<file path="src/clk_domain_pkg.sv">
// Constants and types for the clock-domain controller.
// Assumes one 200 MHz reference clock and a synchronous active-high reset.
//
// Notes on behaviour
// - Standby slow domain comes from slow clock input.
// - Host and fast domains only with main supply.
// - Enable bit set starts the generator.
// - Generator output held low until stable.
// - Valid bit zero while locking, one after.
// - Output is reference times a fixed factor.
// - Slow domain active with standby and core supply.
// - Clock filter holds slow domain low until valid.
// - Slow domain toggles after wake plus validation delay.
// - Power-up reset holds until host reset released.
// - Host domain clocks bus interface and configuration; the code clocks the configuration register from i_ref_clk instead.
package clk_domain_pkg;
  // Clock period of the block, in picoseconds
  localparam int unsigned CLK_PERIOD_PS = 5000;
  // Generator lock delay, in microseconds
  localparam int unsigned GEN_LOCK_DELAY_US = 100;
  localparam int unsigned GEN_LOCK_CYC = (GEN_LOCK_DELAY_US * 1000000) / CLK_PERIOD_PS;
  // Slow-clock wake plus validation delay, in microseconds
  localparam int unsigned SLOW_WAKE_DELAY_US = 1000;
  localparam int unsigned SLOW_WAKE_CYC = (SLOW_WAKE_DELAY_US * 1000000) / CLK_PERIOD_PS;
  // Slow clock edges the filter must see in a row
  localparam int unsigned SLOW_EDGES_NEEDED = 4;
  // Window in which a slow clock edge must arrive (about two slow periods)
  localparam int unsigned SLOW_EDGE_WIN_CYC = 12500;
  // Fixed multiply factor of the generator, as a rational step
  localparam int unsigned GEN_MUL_NUM = 48000000;
  localparam int unsigned GEN_MUL_DEN = 14318180;
  // Clock configuration register layout
  localparam int unsigned CFG_ENABLE_BIT = 0;
  localparam int unsigned CFG_VALID_BIT = 1;
  localparam logic [7:0] CFG_RESET = 8'h00;
  localparam logic GEN_ENABLE_RESET = 1'b0;

  typedef enum logic [1:0] {
    GEN_OFF = 2'b00,
    GEN_LOCKING = 2'b01,
    GEN_RUN = 2'b10
  } gen_state_e;
endpackage : clk_domain_pkg

</file>
<file path="src/slow_filter_if.sv">
// Carrier between the controller and its slow clock filter.
// Assumes one clock for both sides.
`timescale 1ns/1ps
`default_nettype none
interface slow_filter_if;
  logic slow_clock_in;
  logic slow_power_good;
  logic slow_clock_valid;
  logic slow_domain_clk;
  modport ctrl (output slow_clock_in, output slow_power_good, input slow_clock_valid, input slow_domain_clk);
  modport filt (input slow_clock_in, input slow_power_good, output slow_clock_valid, output slow_domain_clk);
endinterface : slow_filter_if
`default_nettype wire

</file>
<file path="src/clock_domain_generator_ctrl.sv">
// Clock-domain controller: host, fast generator and standby slow domains.
// Assumes supplies arrive as synchronous power-good levels and the
// reference and slow clocks as sampled levels.
`timescale 1ns/1ps
`default_nettype none
// ============================================================================
// Parameters and ports
module clock_domain_generator_ctrl
  import clk_domain_pkg::*;
#(
  parameter int unsigned LOCK_CYC = GEN_LOCK_CYC,
  parameter int unsigned SLOW_CYC = SLOW_WAKE_CYC
)
(
  input wire logic i_ref_clk,
  input wire logic i_srst,
  input wire logic i_main_supply_good,
  input wire logic i_standby_supply_good,
  input wire logic i_core_supply_good,
  input wire logic i_host_reset_n,
  input wire logic i_host_clk_in,
  input wire logic i_ref_clock_in,
  input wire logic i_slow_clock_in,
  input wire logic i_cfg_wr,
  input wire logic [7:0] i_cfg_wdata,
  output logic [7:0] o_clock_config_reg,
  output logic o_main_reset,
  output logic o_host_domain_clk,
  output logic o_fast_domain_clk,
  output logic o_gen_clock_valid,
  output logic o_slow_domain_clk,
  output logic o_slow_clock_valid
);
  // ==========================================================================
  // State
  typedef struct packed {
    gen_state_e st;
    logic gen_enable_bit;
    logic [31:0] lock_cnt;
    logic [31:0] phase;
    logic ref_last;
    logic fast;
    logic valid;
    logic main_rst;
    logic host_clk;
    logic slow_clk;
    logic slow_valid;
    logic [7:0] cfg;
  } ctrl_s;
  ctrl_s q_r;
  ctrl_s q_nxt;

  // ==========================================================================
  // Slow filter
  slow_filter_if sf ();

  assign sf.slow_clock_in = i_slow_clock_in;
  assign sf.slow_power_good = i_standby_supply_good & i_core_supply_good;

  slow_clock_filter #(
    .WAKE_CYC(SLOW_CYC)
  ) u_filter (
    .i_ref_clk(i_ref_clk),
    .i_srst(i_srst),
    .sf(sf)
  );

  // ==========================================================================
  // Functions
  // Rational phase step for the fixed multiply; the phase stays below the
  // divisor, and wrap is the parity of the output half-periods crossed
  function automatic logic [31:0] phase_step(input logic [31:0] ph, output logic wrap);
    logic [32:0] sum;
    sum = {1'b0, ph} + 33'(GEN_MUL_NUM);
    wrap = 1'b0;
    for (int i = 0; i < 4; i++)
    begin
      if (sum >= 33'(GEN_MUL_DEN))
      begin
        sum = sum - 33'(GEN_MUL_DEN);
        wrap = ~wrap;
      end
    end
    return sum[31:0];
  endfunction : phase_step

  // Main domain may run: supply on and power-up reset over
  function automatic logic main_live(input logic supply_good, input logic rst);
    return supply_good & ~rst;
  endfunction : main_live

  // Image of the clock configuration register
  function automatic logic [7:0] cfg_image(input logic en, input logic vld);
    logic [7:0] img;
    img = CFG_RESET;
    img[CFG_ENABLE_BIT] = en;
    img[CFG_VALID_BIT] = vld;
    return img;
  endfunction : cfg_image

  // Lock delay reached at the end of this cycle
  function automatic logic lock_reached(input logic [31:0] cnt);
    return (cnt + 32'd1) >= LOCK_CYC;
  endfunction : lock_reached

  // Rising edge of a sampled clock level
  function automatic logic ref_rise(input logic cur, input logic last);
    return cur & ~last;
  endfunction : ref_rise

  // ==========================================================================
  // Next state
  always_comb
  begin
    logic tick;
    logic ref_edge;
    tick = 1'b0;
    q_nxt = q_r;
    ref_edge = ref_rise(i_ref_clock_in, q_r.ref_last);
    q_nxt.ref_last = i_ref_clock_in;
    // ========================================================================
    // Main domain gating
    // main reset until host reset released
    q_nxt.main_rst = ~i_main_supply_good | ~i_host_reset_n;
    q_nxt.host_clk = i_main_supply_good & i_host_clk_in;
    // ========================================================================
    // Configuration write
    // software write of enable
    if (i_cfg_wr && main_live(i_main_supply_good, q_r.main_rst))
      q_nxt.gen_enable_bit = i_cfg_wdata[CFG_ENABLE_BIT];
    // ========================================================================
    // Generator
    case (q_r.st)
      GEN_OFF:
      begin
        q_nxt.fast = 1'b0;
        q_nxt.valid = 1'b0;
        q_nxt.lock_cnt = '0;
        q_nxt.phase = '0;
        if (q_nxt.gen_enable_bit)
          q_nxt.st = GEN_LOCKING;
      end
      GEN_LOCKING:
      begin
        q_nxt.fast = 1'b0;
        // valid stays zero until lock delay
        q_nxt.valid = 1'b0;
        q_nxt.lock_cnt = q_r.lock_cnt + 32'd1;
        if (lock_reached(q_r.lock_cnt))
        begin
          q_nxt.st = GEN_RUN;
          q_nxt.valid = 1'b1;
        end
      end
      GEN_RUN:
      begin
        q_nxt.valid = 1'b1;
        if (ref_edge)
        begin
          q_nxt.phase = phase_step(q_r.phase, tick);
          if (tick)
            q_nxt.fast = ~q_r.fast;
        end
      end
      default:
        q_nxt.st = GEN_OFF;
    endcase
    // disable freezes the output at once
    if (!q_nxt.gen_enable_bit)
    begin
      q_nxt.st = GEN_OFF;
      q_nxt.fast = 1'b0;
      q_nxt.valid = 1'b0;
    end
    // ========================================================================
    // Power override
    // main supply off kills host and fast domains
    if (!main_live(i_main_supply_good, q_nxt.main_rst))
    begin
      q_nxt.gen_enable_bit = GEN_ENABLE_RESET;
      q_nxt.st = GEN_OFF;
      q_nxt.fast = 1'b0;
      q_nxt.valid = 1'b0;
    end
    // ========================================================================
    // Slow domain and status image
    q_nxt.slow_clk = sf.slow_domain_clk;
    q_nxt.slow_valid = sf.slow_clock_valid;
    q_nxt.cfg = cfg_image(q_nxt.gen_enable_bit, q_nxt.valid);
  end

  // ==========================================================================
  // Registers
  always_ff @(posedge i_ref_clk)
  begin
    if (i_srst)
    begin
      q_r <= '0;
      q_r.st <= GEN_OFF;
      q_r.gen_enable_bit <= GEN_ENABLE_RESET;
      q_r.main_rst <= 1'b1;
      q_r.cfg <= CFG_RESET;
    end
    else
      q_r <= q_nxt;
  end

  // ==========================================================================
  // Outputs
  assign o_clock_config_reg = q_r.cfg;
  assign o_main_reset = q_r.main_rst;
  assign o_host_domain_clk = q_r.host_clk;
  assign o_fast_domain_clk = q_r.fast;
  assign o_gen_clock_valid = q_r.valid;
  assign o_slow_domain_clk = q_r.slow_clk;
  assign o_slow_clock_valid = q_r.slow_valid;
endmodule : clock_domain_generator_ctrl
`default_nettype wire

</file>
<file path="src/slow_clock_filter.sv">
// Clock filter for the standby slow domain.
// Assumes the slow clock input is sampled as a synchronous level.
`timescale 1ns/1ps
`default_nettype none
module slow_clock_filter
  import clk_domain_pkg::*;
#(
  parameter int unsigned WAKE_CYC = SLOW_WAKE_CYC
)
(
  input wire logic i_ref_clk,
  input wire logic i_srst,
  slow_filter_if.filt sf
);
  typedef struct packed {
    logic [31:0] wake_cnt;
    logic [31:0] win_cnt;
    logic [3:0] edges;
    logic last_in;
    logic valid;
    logic dom;
  } filt_s;
  filt_s q_r;
  filt_s q_nxt;

  always_comb
  begin
    q_nxt = q_r;
    q_nxt.last_in = sf.slow_clock_in;
    if (!sf.slow_power_good)
    begin
      q_nxt = '0;
      // Keep tracking the pin so power-up sees no false edge
      q_nxt.last_in = sf.slow_clock_in;
    end
    else
    begin
      if (q_r.wake_cnt < WAKE_CYC)
        q_nxt.wake_cnt = q_r.wake_cnt + 32'd1;
      if (sf.slow_clock_in != q_r.last_in)
      begin
        q_nxt.win_cnt = '0;
        if (q_r.edges < 4'(SLOW_EDGES_NEEDED))
          q_nxt.edges = q_r.edges + 4'd1;
      end
      else if (q_r.win_cnt >= SLOW_EDGE_WIN_CYC)
      begin
        // Input stopped: drop validity
        q_nxt.edges = '0;
      end
      else
        q_nxt.win_cnt = q_r.win_cnt + 32'd1;
      q_nxt.valid = (q_nxt.wake_cnt >= WAKE_CYC) && (q_nxt.edges >= 4'(SLOW_EDGES_NEEDED));
      q_nxt.dom = q_nxt.valid & sf.slow_clock_in;
    end
  end

  always_ff @(posedge i_ref_clk)
  begin
    if (i_srst)
      q_r <= '0;
    else
      q_r <= q_nxt;
  end

  assign sf.slow_clock_valid = q_r.valid;
  assign sf.slow_domain_clk = q_r.dom;
endmodule : slow_clock_filter
`default_nettype wire

</file>
<file path="config.mk">
export PLATFORM = sky130hd
export DESIGN_NAME = clock_domain_generator_ctrl
export DESIGN_NICKNAME = d
export VERILOG_FILES = /design/src/clk_domain_pkg.sv /design/src/slow_filter_if.sv /design/src/clock_domain_generator_ctrl.sv /design/src/slow_clock_filter.sv
export SDC_FILE = /design/constraint.sdc
export NUM_CORES = 1
export LEC_CHECK = 0
export ABC_AREA = 1
export ABC_CLOCK_PERIOD_IN_PS = 4370
export BUFFER_PORTS_ARGS = -buffer_cell sky130_fd_sc_hd__buf_2
export CAP_MARGIN = 30
export CORE_UTILIZATION = 30
export CTS_BUF_LIST = sky130_fd_sc_hd__clkbuf_4 sky130_fd_sc_hd__clkbuf_8 sky130_fd_sc_hd__clkbuf_16
export DETAILED_ROUTE_END_ITERATION = 10
export SLEW_MARGIN = 20
export SYNTH_ARGS = -nofsm -noshare
export SYNTH_HDL_FRONTEND = slang
export SYNTH_SLANG_ARGS = --single-unit
</file>
<file path="constraint.sdc">
create_clock -name i_ref_clk -period 4.37 [get_ports i_ref_clk]
set_input_delay 0.874 -clock i_ref_clk [delete_from_list [all_inputs] [get_ports i_ref_clk]]
set_output_delay 0.874 -clock i_ref_clk [all_outputs]
set_load 0.01 [all_outputs]
</file>
==> results.md, run 1 <==
Final layout:
- At the end of the flow, the number of nets in the layout was about 2,600.
- The final-layout fill cell count is approximately 3,900.
- The repair_antennas step left the layout with diodes totalling 0.
- The largest registers in the layout are u_filter.q_r (69), q_r (65).
- The register name with the most flops is u_filter.q_r.
- The multi-input logic area is 0.009324 mm².
- The area growth from synthesis to layout is 53.27%.
- In the final layout, flip-flops and latches occupy 0.002868 mm².
- At the end of the flow the core is filled with cells to between 40% and 50%.
- The share of final-layout standard cells stronger than drive strength 1 is roughly two fifths.
- The flip-flop count of the largest register after layout is around 70.

Drt:
- The first-pass iteration count of the detailed router is 5.
- The residual antenna-violating net count after detailed routing is 0.
- The number of DRC violations after detailed routing is 0.
- The final routed wire length divided by cell count is around 13 µm.
- The routed design has 39,460 µm of wire.
- The per-cell via count in the routed design is roughly 4.7.
- Summing over every cut layer, the via total after detailed routing is around 14,000.
- The iteration-0 DRC count of the detailed router is approximately 800.

Synth:
- The async set-reset flop share out of synthesis is 0%.
- The synthesized netlist contains 55 unique library cells.
- In the post-synthesis netlist, the biggest area contributors are sky130_fd_sc_hd__dfxtp_1 (24%), sky130_fd_sc_hd__nand2_1 (19%), sky130_fd_sc_hd__inv_1 (8.6%).
- In this run the mean area of a mapped cell was 5.777 µm².
- The gate count after technology mapping is 2,078.
- The synthesis-stage register bit count is 143.
- In this run, synthesis inferred 0 flip-flops with an integrated enable.
- The cell area that synthesis handed to floorplanning was approximately 0.012 mm².
- The synthesized design devotes to its leading area cell type a little under a quarter of total area.
- The synthesized design spends more area on one cell type than any other, namely sky130_fd_sc_hd__dfxtp_1.
- After synthesis, flip-flops and latches occupy between 20% and 30% of the total area.
- The Yosys step of the flow raised 0 warnings.
- The flip-flop cell with the highest count after synthesis is sky130_fd_sc_hd__dfxtp_1.

Placement:
- Buffers placed on the I/O ports in this run total 18.
- At the end of routability-driven placement, the weighted congestion stood at about 0.92.
- The detailed placement HPWL is ~29,000 µm.
- The pre-CTS setup slack is -0.7651 ns.

Power:
- The static leakage power is 0.008389 µW.
- Dividing total power by cell area gives a power density of roughly 150 mW/mm².
- Total power for the finished layout comes to ~2800 µW.
- The worst-case IR drop observed on VDD is 0.2497 mV.

Global routing:
- The global routing usage on met2 is about a third.
- The routing usage on met1 is between 20% and 30%.
- The number of global-route vias before repair was approximately 13,000.
- The global-route track usage on met3 is under 10%.
- The global-route layer with the greatest usage is met2.
- Summed over all layers, the global routing overflow is 0.
- The number of antenna violations at the first check in global routing is 0.
- Entering global routing, the biggest net connects a little under 70 pins.
- The first global-routing pass estimated approximately 62,000 µm of wire.
- Global routing consumed, over all layers together, 18.22% of the routing resources.

Clocking:
- The H-tree generated during clock tree synthesis spans 4 levels.
- TritonCTS built the clock tree.
- The master cell of the clock root buffer is sky130_fd_sc_hd__clkbuf_16.
- The later pin in the worst-skew pair is clocked with a latency of 0.43 ns.
- Clock tree synthesis found a total of 143 sinks.
- The clock-pin slew on the worst setup and hold paths is about 0.07 ns.
- The clock passes through at most 2 buffers.
- The number of clock buffers inserted by TritonCTS is 17.

Worst setup path:
- The startpoint identified for the worst register-to-register timing path is q_r[26].
- The worst reg-to-reg path cell count is 43.
- The critical setup path kind is reg -> reg.
- The largest single stage delay on the critical path is 0.33 ns.
- In this run the register-to-register setup slack is -0.59 ns.
- The worst setup path is captured at a flop.
- The endpoint identified for the worst register-to-register timing path is q_r[24].
- The cell with the largest stage delay on the worst path is sky130_fd_sc_hd__dfxtp_2.
- The largest driver fanout on the critical path is 7.
- The worst endpoint required time is approximately 4.7 ns.
- In this design, the critical path's most frequently occurring cell is sky130_fd_sc_hd__nand2_4.
- STA classifies the critical path startpoint as a flop.
- Data arrives at the worst endpoint at about 5.3 ns.

Timing:
- The number of endpoints with negative hold slack in the final report was 0.
- The number of max-slew violations in the final report is 0.
- Setup repair after global routing could not meet its margin everywhere.
- Derived from the worst setup path, the maximum achievable clock frequency is slightly above 200 MHz.
- The worst-case setup margin in the final layout is -0.5875 ns.
- Adding up every negative setup slack in the final design gives -15.90 ns.
- The final worst hold slack is approximately 0.42 ns.
- For the finished layout, the period the worst path requires is 4.958 ns.
- The final critical path takes up 113.4% of the cycle.
- The slew at the pin closest to its max-slew limit is 0.9701 ns.
- Setup violations remaining at the end of the flow were counted as 31.
- On the final layout, the worst clock skew is 0.01069 ns.
- Headroom to the max-slew limit came out at 35.09%.

Run status:
- The run finished, with violations left.
- The final reports fail on setup timing.

Run:
- The reported max-cap violation count is 0.

Min path:
- The startpoint of the most critical hold path is u_filter.sf.slow_domain_clk.
- The end point of the most critical hold path is o_slow_domain_clk.
- The worst hold path was traced through 2 stages.
- The min-delay analysis places its worst path in the category reg -> reg.

Floorplanning:
- The chip height is ~200 µm.
- The x dimension of the die is ~200 µm.
- The core footprint is 0.03910 mm².
- The die footprint is just over 0.04 mm².
- The effective utilization at floorplan is between 30 and 40%.
- The placement row count is around 70.
- The total I/O pin count is 32.
==> layer usage <==
layer | vias up | share of wire, % | wire [µm]
met3 | 70 | 3.1 | 1228
li1 | 7456 | - | -
met2 | 271 | 49 | 19500
met5 | - | 0 | 0
met1 | 6677 | 45 | 17800
met4 | 0 | 2.4 | 941
==> synthesized netlist by cell type (5+ instances only) <==
library cell               instances
sky130_fd_sc_hd__dfxtp_1         143
sky130_fd_sc_hd__nand4_1          48
sky130_fd_sc_hd__buf_6             7
sky130_fd_sc_hd__nand3b_1         12
sky130_fd_sc_hd__inv_1           275
sky130_fd_sc_hd__nand2_1         617
sky130_fd_sc_hd__nand3_2          17
sky130_fd_sc_hd__ha_1             13
sky130_fd_sc_hd__nor3_1           35
sky130_fd_sc_hd__buf_2             5
sky130_fd_sc_hd__nor4_1            9
sky130_fd_sc_hd__a21oi_1         121
sky130_fd_sc_hd__xor2_1           53
sky130_fd_sc_hd__or2_2            13
sky130_fd_sc_hd__nor2_1          257
sky130_fd_sc_hd__xnor2_1          13
sky130_fd_sc_hd__nand2_2          45
sky130_fd_sc_hd__buf_4            11
sky130_fd_sc_hd__o21ai_1          13
sky130_fd_sc_hd__nor2_4            8
sky130_fd_sc_hd__o21ai_2           7
sky130_fd_sc_hd__nand3_1         194
sky130_fd_sc_hd__inv_2            38
sky130_fd_sc_hd__o21ai_0          34
sky130_fd_sc_hd__clkbuf_1         20
sky130_fd_sc_hd__nor2_2           13
==> how the worst max path moves through the flow <==
stage | start | endpoint | slack (ns) | cells after the start
floorplan | q_r[25] | q_r[37] | 0.00007 | 42
global placement | q_r[25] | q_r[43] | -0.62 | 38
detailed placement | q_r[25] | q_r[35] | -0.77 | 38
CTS | q_r[25] | q_r[28] | -0.43 | 41
global route | q_r[25] | q_r[29] | -0.85 | 42
finish | q_r[26] | q_r[24] | -0.59 | 43
==> worst max-delay path, delay by kind of cell, from the launching register on <==
family / cells / cell delay, ns
and+or+nand+nor: 28 / 2.69
adders and majority gates: 1 / 0.15
AOI/OAI and AO/OA: 3 / 0.47
DFF: 1 / 0.33
buffers and inverters: 11 / 1.21
==> power breakdown <==
group          total (µW)  internal, µW  switching [µW]
logic                43.6          11.3            32.3
registers            1310          1310            1.70
clock network        1470           779             691
total                2820          2100             725
==> kinds of logic after synthesis <==
family,count (synthesis),synth area share (%)
and+or+nand+nor,1286,48.05
AOI/OAI and AO/OA,204,9.391
buffers and inverters,365,12.51
other,1,0.03124
DFF,143,23.85
adders and majority gates,13,1.355
xor gates and xnor gates,66,4.816
==> metrics by stage <==
step,std cells,area [µm²]
2_1_floorplan,2083,12090
3_3_place_gp,2942,15350
3_5_place_dp,2942,15350
4_1_cts,3016,17030
5_1_grt,3053,18400
6_report,3053,18400
==> placed cells by master (no fill, tap or decap), types with 21 or more instances in the layout <==
cell type / n
sky130_fd_sc_hd__dfxtp_1: 139
sky130_fd_sc_hd__nor2_4: 36
sky130_fd_sc_hd__a21oi_1: 98
sky130_fd_sc_hd__nand2_4: 47
sky130_fd_sc_hd__nor2_2: 42
sky130_fd_sc_hd__nor3_1: 25
sky130_fd_sc_hd__nand4_1: 48
sky130_fd_sc_hd__inv_2: 47
sky130_fd_sc_hd__xor2_1: 50
sky130_fd_sc_hd__inv_1: 260
sky130_fd_sc_hd__o21ai_0: 30
sky130_fd_sc_hd__nand2_2: 138
sky130_fd_sc_hd__nand3_2: 45
sky130_fd_sc_hd__nand2_1: 477
sky130_fd_sc_hd__nor2_1: 200
sky130_fd_sc_hd__buf_6: 21
sky130_fd_sc_hd__nand3_1: 150
sky130_fd_sc_hd__buf_4: 411
==> cell type report <==
class | count | area share, %
tap | 518 | 3.523
clock buffer | 17 | 2.312
timing repair buffer | 467 | 20.35
sequential | 143 | 15.59
multi-input combinational | 1576 | 50.68
clock inverter | 15 | 0.9861
inverter | 317 | 6.562
==> repair_timing <==
action | in CTS | in global routing
buffers inserted | 36 | 39
hold buffers | 0 | 0
endpoints found under the hold margin | 0 | 0
endpoints found under the setup margin | 31 | 34
pin swaps | 44 | 137
gates cloned | 6 | 3
resized for setup | 172 | 285
No activity file was read; power rests on OpenSTA's default activity.
==> run 2, diff against run 1 <==
- ABC_CLOCK_PERIOD_IN_PS: 4370 -> 4000
- clock period: 4.37 -> 4 ns (I/O delays scaled with it)
==> results.md, run 2 (synthesized netlist as in run 1, its figures left out) <==
Run status:
- The run finished, with violations left.
- The final reports fail on setup timing.

Worst setup path:
- On the worst path, the slowest cell contributes a delay of 0.36 ns.
- Among all stages on the critical path, the largest delay is contributed by sky130_fd_sc_hd__dfxtp_4.
- In this run the worst path has a maximum fanout of 20.
- At the worst endpoint, the arrival time is 5.30 ns.
- The worst setup path is of the reg -> reg kind.
- The number of cells on the worst reg-to-reg path is 42.
- The worst setup path is launched from a flop.
- The cell with the most instances on the worst path is sky130_fd_sc_hd__nand2_1.
- The worst register-to-register path begins at q_r[25].
- The number of buffer and inverter instances along the worst setup path is 9.
- The count of cell instances traversed by the critical path is 42.
- The kind of capture point of the worst setup path is a flop.
- The kind of cell with the highest combined delay on the critical path is simple AND/OR/NAND/NOR gates.
- The worst register-to-register path ends at q_r[24].
- The minimum setup slack among reg-to-reg paths is -0.95 ns.
- For the worst setup path, the data required time is between 4 and 5 ns.

Final layout:
- In the layout the commonest cells are sky130_fd_sc_hd__nand2_1 (485), sky130_fd_sc_hd__buf_4 (424), sky130_fd_sc_hd__inv_1 (263).
- Counting flops per register, the top entry is u_filter.q_r.
- The largest registers in the layout are u_filter.q_r (69), q_r (65).
- Counting the fill cells in the layout gives 3,920.
- Of the cells placed in the final design, the portion with a size suffix greater than 1 is between 30% and 40%.
- Compared with the post-synthesis result, the final layout area differs by 54.17%.
- The flip-flop count of the largest register after layout is around 70.
- The final antenna diode count is 0.
- The commonest non-fill, non-tap cell in the layout is sky130_fd_sc_hd__nand2_1.
- The net count of the finished layout is between 2,000 and 3,000.

Power:
- The static leakage power is approximately 0.0084 µW.
- Summing internal, switching and leakage power gives between 3000 and 4000 µW.
- The largest vdd supply drop is approximately 0.36 mV.
- In this run the power density over the cells is roughly 170 mW/mm².

Global routing:
- The number of antenna violations at the first check in global routing is 0.
- The first global-routing pass estimated between 60,000 and 70,000 µm of wire.
- Global routing finished with a remaining overflow of 0.
- The number of global-route vias before repair came to ~13,000.
- In the global route stage, overall resource usage came out at around 18%.
- The largest net degree at the start of global routing is a little under 70.

Timing:
- The final worst clock skew is approximately 0.007 ns.
- The post-layout minimum cycle time is slightly below 5 ns.
- The fmax is 202.0 MHz.
- The slew at the pin closest to its max-slew limit is 1.060 ns.
- Setup repair after global routing could not meet its margin everywhere.
- Of the available clock period, the critical path in the final layout requires 123.8%.
- The worst-case setup margin in the final layout is -0.9513 ns.
- Setup violations remaining at the end of the flow were counted as 31.
- The normalized max-slew margin is between 20% and 30%.
- The number of endpoints with negative hold slack in the final report is 0.
- The number of max-slew violations in the final report is 0.

Clocking:
- The number of levels the H-tree was split into is 4.
- The clock-pin slew on the worst setup and hold paths is roughly 0.06 ns.
- TritonCTS built the clock tree.
- The number of clock buffers inserted by TritonCTS is 17.
- No sink is reached through more buffers than the 2 on the longest clock path.
- The number of sinks driven by the clock tree is 143.
- For the worst-skew pair, the clock arrives at the later sink with an insertion delay of roughly 0.42 ns.
- The master cell of the clock root buffer is sky130_fd_sc_hd__clkbuf_16.

Floorplanning:
- The core footprint is 0.03910 mm².
- The x dimension of the die is just over 200 µm.
- The placement row count is about 70.
- 32 I/O pins were placed.
- The floorplan step defined a die boundary enclosing 0.04082 mm².
- Once the floorplan was initialized, standard cells occupied approximately 31% of the core.
- Measured along the y axis, the die boundary spans 202.0 µm.

Run:
- Across the run, the number of max-cap violations was 0.

Drt:
- The residual antenna-violating net count after detailed routing is 0.
- The detailed router finished its first iteration with 825 violations.
- Dividing the detail-routed via count by the number of cells gives around 4.7.
- The total vias in the final route is around 15,000.
- In the final routed layout, each cell accounts on average for approximately 13 µm.
- The first-pass iteration count of the detailed router is 7.
- The total detailed-routing wirelength is about 40,000 µm.
- For this run, design rule violations remaining after detail routing come to 0.

Min path:
- The worst hold path class is reg -> reg.
- The instance count along the most critical hold path is 2.
- The end point of the most critical hold path is o_slow_domain_clk.
- The startpoint of the most critical hold path is u_filter.sf.slow_domain_clk.

Placement:
- Routability-driven placement finished with a final weighted congestion of roughly 0.94.
- The detailed placement HPWL is 29,650 µm.
- OpenSTA, run right after detailed placement, puts the worst setup slack at -1.015 ns.
- Input and output buffers added on the ports amount to 18.
-- run 2: cell count changes in the layout (fill, tap and decap cells not counted), sizes merged, moves of 2 or more --
cell	delta
inv	-4
clkbuf	+3
bufinv	+2
buf	+13
clkinvlp	+3
clkinv	-3
-- run 2: worst max-delay path by stage --
| stage | to | startpoint | slack [ns] |
|---|---|---|---|
| after global placement | q_r[44] | q_r[17] | -0.92 |
| after detailed placement | q_r[43] | q_r[26] | -1.01 |
| after CTS | q_r[44] | q_r[25] | -0.76 |
| after floorplan | q_r[26] | q_r[25] | -0.28 |
| after global routing | q_r[24] | q_r[25] | -1.24 |
| final | q_r[24] | q_r[25] | -0.95 |
-- run 2: worst register-to-register path, delay by kind of cell, from the launching register on --
family / cells / cell delay, ns
adder cells (fa/ha/maj): 1 / 0.14
buffers and inverters: 9 / 1.03
flip-flops: 1 / 0.36
AND/OR/NAND/NOR: 27 / 2.65
XOR/XNOR: 1 / 0.14
AO/OA/AOI/OAI: 4 / 0.57
-- run 2: power by group --
group | internal [µW] | leakage [µW] | switching [µW] | total [µW]
Combinational | 11.8 | 0.00691 | 34.2 | 46.0
Sequential | 1430 | 0.00115 | 1.77 | 1430
Clock | 964 | 0.000289 | 669 | 1630
Total | 2400 | 0.00836 | 705 | 3110
-- run 2: final cells by class --
cell class / instances / area [µm²] / share of cell area (%)
clock buffers: 19 / 452.9 / 2.447
inverters: 317 / 1210 / 6.538
repair buffers: 480 / 3830 / 20.69
multi-input cells: 1577 / 9344 / 50.49
flip-flops and latches: 143 / 2870 / 15.51
well taps: 518 / 648.1 / 3.502
clock inverters: 13 / 151.4 / 0.8181
-- run 2: timing repair --
item	CTS	global route
cloned	2	3
endpoints found under the setup margin	31	36
hold buffers	0	0
resized for setup	186	242
pin swaps	66	91
endpoints found under the hold margin	0	0
buffers inserted	27	41
-- run 2: routing by layer --
| metal | global-route usage, % | vias up | wire length (µm) |
|---|---|---|---|
| li1 | - | 7489 | - |
| met1 | 23.99 | 6711 | 18120 |
| met2 | 32.13 | 305 | 19550 |
| met3 | 1.580 | 54 | 1573 |
| met4 | 5.141 | 0 | 769 |
| met5 | 0 | - | 0 |
-- run 2: stage by stage --
stage / setup TNS [ns] / hold WS, ns / cell area (µm²) / util [%] / instances
after floorplan: -7.070 / 0.3883 / 12170 / - / 2083
after global placement: -27.03 / 0.3963 / 15600 / 39.90 / 2963
after detailed placement: -29.32 / 0.4092 / 15600 / 39.90 / 2963
after CTS: -21.77 / 0.4202 / 17140 / 43.84 / 3024
after global routing: -36.01 / 0.4387 / 18510 / 47.33 / 3067
final: -26.62 / 0.4190 / 18510 / 47.33 / 3067
==> run 3, diff against run 2 <==
- ABC_CLOCK_PERIOD_IN_PS: 4000 -> 4510
- clock period: 4 -> 4.51 ns (I/O delays scaled with it)
==> results.md, run 3 (synthesized netlist as in run 1, its figures left out) <==
Run status:
- The flow ran to the end, but the final reports show violations.
- The final reports fail on setup timing.

Timing:
- The worst-case setup margin in the final layout is -0.3714 ns.
- The number of max-slew violations in the final report is 0.
- On the final layout, the worst clock skew is about 0.012 ns.
- For the final routed database, the setup TNS stands at -9.672 ns.
- Based on the critical path, the design can be clocked at up to ~200 MHz.
- Setup repair after global routing could not meet its margin everywhere.
- The number of endpoints with negative hold slack in the final report came to 0.
- The tightest hold path in the finished design has a slack of 0.4281 ns.
- The final cycle utilization of the critical path is 108.2%.
- The post-layout minimum cycle time is 4.881 ns.
- The slew at the pin closest to its max-slew limit is ~0.9 ns.
- The normalized max-slew margin is 39.17%.
- Setup violations remaining at the end of the flow were counted as 31.

Final layout:
- The final antenna diode count is 0.
- The commonest non-fill, non-tap cell in the layout is sky130_fd_sc_hd__nand2_1.
- The area growth from synthesis to layout is 51.58%.
- The register name with the most flops is u_filter.q_r.
- In the final layout, the share of cells above drive strength 1 is between 30 and 40%.
- Leaving out fill and tap cells, the most frequent cells in the layout are sky130_fd_sc_hd__nand2_1 (504), sky130_fd_sc_hd__buf_4 (413), sky130_fd_sc_hd__inv_1 (257).
- The largest registers in the layout are u_filter.q_r (69), q_r (65).
- The register with the most flip-flops in the layout has 69 of them.
- In the final design database the tool counted about 2,600 nets.
- Leaving out filler cells and counting taps, the final layout contains between 3,000 and 4,000.

Global routing:
- In the global route stage, met1 resource usage came out at between 20 and 25%.
- Global routing consumed, on the met3 layer, between 2 and 2.5% of the routing resources.
- Global routing finished with a remaining overflow of 0.
- The number of antenna violations at the first check in global routing is 0.
- The global-route layer with the greatest usage is met2.
- For met2 alone, demand over resource in global routing was 33.19%.
- The wire length of the first global-routing pass is between 60,000 and 70,000 µm.
- Entering global routing, the biggest net connects between 60 and 70 pins.
- The number of global-route vias before repair came to ~14,000.
- Global routing used 18.98% of the available tracks.

Worst setup path:
- The cell with the largest stage delay on the worst path is sky130_fd_sc_hd__dfxtp_2.
- For this run, the slowest stage of the critical path takes 0.32 ns.
- The startpoint of the worst setup timing path is q_r[26].
- At the worst endpoint, the required time is approximately 4.9 ns.
- The arrival time of data at the critical path endpoint is about 5.2 ns.
- The kind of capture point of the worst setup path is a flop.
- For flop-to-flop paths, the worst setup slack is -0.37 ns.
- The largest driver fanout on the critical path is 8.
- The worst setup path is launched from a flop.
- The setup path with the least slack is of type reg -> reg.
- The worst setup path endpoint is q_r[40].
- The worst register-to-register path ends at q_r[40].
- Measured in cells, the most critical reg-to-reg path has a length of 41.
- In this run the critical register-to-register path is launched from q_r[26].

Floorplanning:
- The die footprint is approximately 0.041 mm².
- The effective utilization at floorplan is 30.70%.
- The total I/O pin count is 32.
- The total area inside the core boundary comes to about 0.039 mm².
- The chip height is 202.0 µm.
- Row generation in the floorplan step produced ~70 rows.
- The die is between 200 and 250 µm wide.

Drt:
- The detailed router finished its first iteration with 792 violations.
- The final routed wire length divided by cell count is approximately 13 µm.
- The total vias in the final route is roughly 14,000.
- In the routed layout, each cell is associated on average with a via count of roughly 4.7.
- The total detailed-routing wirelength is ~40,000 µm.
- The number of DRC violations after detailed routing is 0.
- The first-pass iteration count of the detailed router is 5.
- Once detail routing completed, the nets flagged for antenna violations numbered 0.

Clocking:
- The number of clock buffers inserted by TritonCTS is 17.
- The clock tree synthesis step divided the H-tree into 4 levels.
- The worst-case clock buffer depth is 2.
- The clock tree from TritonCTS is done.
- The master cell of the clock root buffer is sky130_fd_sc_hd__clkbuf_16.
- CTS saw between 100 and 150 sinks.
- The clock insertion delay at the later pin of the skew report is about 0.43 ns.
- In this run, post-CTS hold repair placed 0 buffers.
- After clock tree synthesis, the clock-pin slew on the worst setup and hold paths is around 0.070 ns.

Placement:
- The quantity of I/O buffers inserted on ports is 18.
- The number of cells in the design after placement is 2,945.
- The placer's final routability congestion estimate is 0.8866.
- Detailed placement ended at an HPWL of 29,990 µm.

Power:
- The worst-case IR drop observed on VDD is roughly 0.25 mV.
- The overall power is 2706 µW.
- Summed over all cells, the static leakage comes to ~0.0083 µW.
- The power density over cell area is between 100 and 150 mW/mm².

Min path:
- The min-delay analysis places its worst path in the category reg -> reg.

Run:
- The reported max-cap violation count is 0.
-- run 3: changes by cell type in the layout (fill, tap and decap cells not counted), sizes merged --
| cell | change |
|---|---|
| clkinv | +4 |
| clkbuf | -3 |
| buf | -12 |
| inv | +2 |
| bufinv | -2 |
| nand3 | +1 |
| clkinvlp | -2 |
-- run 3: layout make-up --
cell class / instances / area [µm²]
Fill cell: 3983 / 20900
Multi-Input combinational cell: 1578 / 9135
Timing Repair Buffer: 467 / 3739
Sequential cell: 143 / 2869
Inverter: 317 / 1197
Tap cell: 518 / 648.1
Clock buffer: 17 / 425.4
Clock inverter: 15 / 182.7
-- run 3: power breakdown --
part           internal, µW  switching [µW]
Sequential             1270            1.65
Clock                   752             645
Combinational          10.9            31.3
-- run 3: critical path: cells and delay by family (launching register included) --
family	cells	cell delay [ns]
AOI/OAI and AO/OA	3	0.52
DFF	1	0.32
buffers and inverters	14	1.54
adders and majority gates	1	0.15
and+or+nand+nor	23	2.26
-- run 3: per-stage QoR --
stage / setup slack, ns / util, % / area [µm²]
floorplan: 0.004229 / - / 12030
global placement: -0.5857 / 39.11 / 15290
detailed placement: -0.6480 / 39.11 / 15290
CTS: -0.2637 / 43.94 / 17180
global route: -0.6639 / 46.54 / 18200
finish: -0.3714 / 46.54 / 18200
-- run 3: timing repair --
item	CTS	global route
cloned	5	4
pin swaps	72	103
resized for setup	246	183
buffers inserted	41	31
endpoints found under the hold margin	0	0
endpoints found under the setup margin	31	33
-- run 3: layer usage --
layer,vias up,part of all wire [%],wire [µm]
met2,260,49,19360
met5,-,0,0
met3,43,3.6,1416
li1,7453,-,-
met4,0,1.5,578
met1,6669,46,18350
-- run 3: worst min-delay path by stage --
| stage | startpoint | endpoint | slack, ns | cells after the start |
|---|---|---|---|---|
| floorplan | u_filter.sf.slow_clock_valid | o_slow_clock_valid | 0.39 | 2 |
| global placement | u_filter.q_r[63] | u_filter.q_r[63] | 0.41 | 2 |
| detailed placement | u_filter.q_r[63] | u_filter.q_r[63] | 0.42 | 2 |
| CTS | u_filter.q_r[63] | u_filter.q_r[63] | 0.43 | 2 |
| global route | u_filter.q_r[65] | u_filter.q_r[65] | 0.45 | 2 |
| finish | u_filter.q_r[63] | u_filter.q_r[63] | 0.43 | 2 |
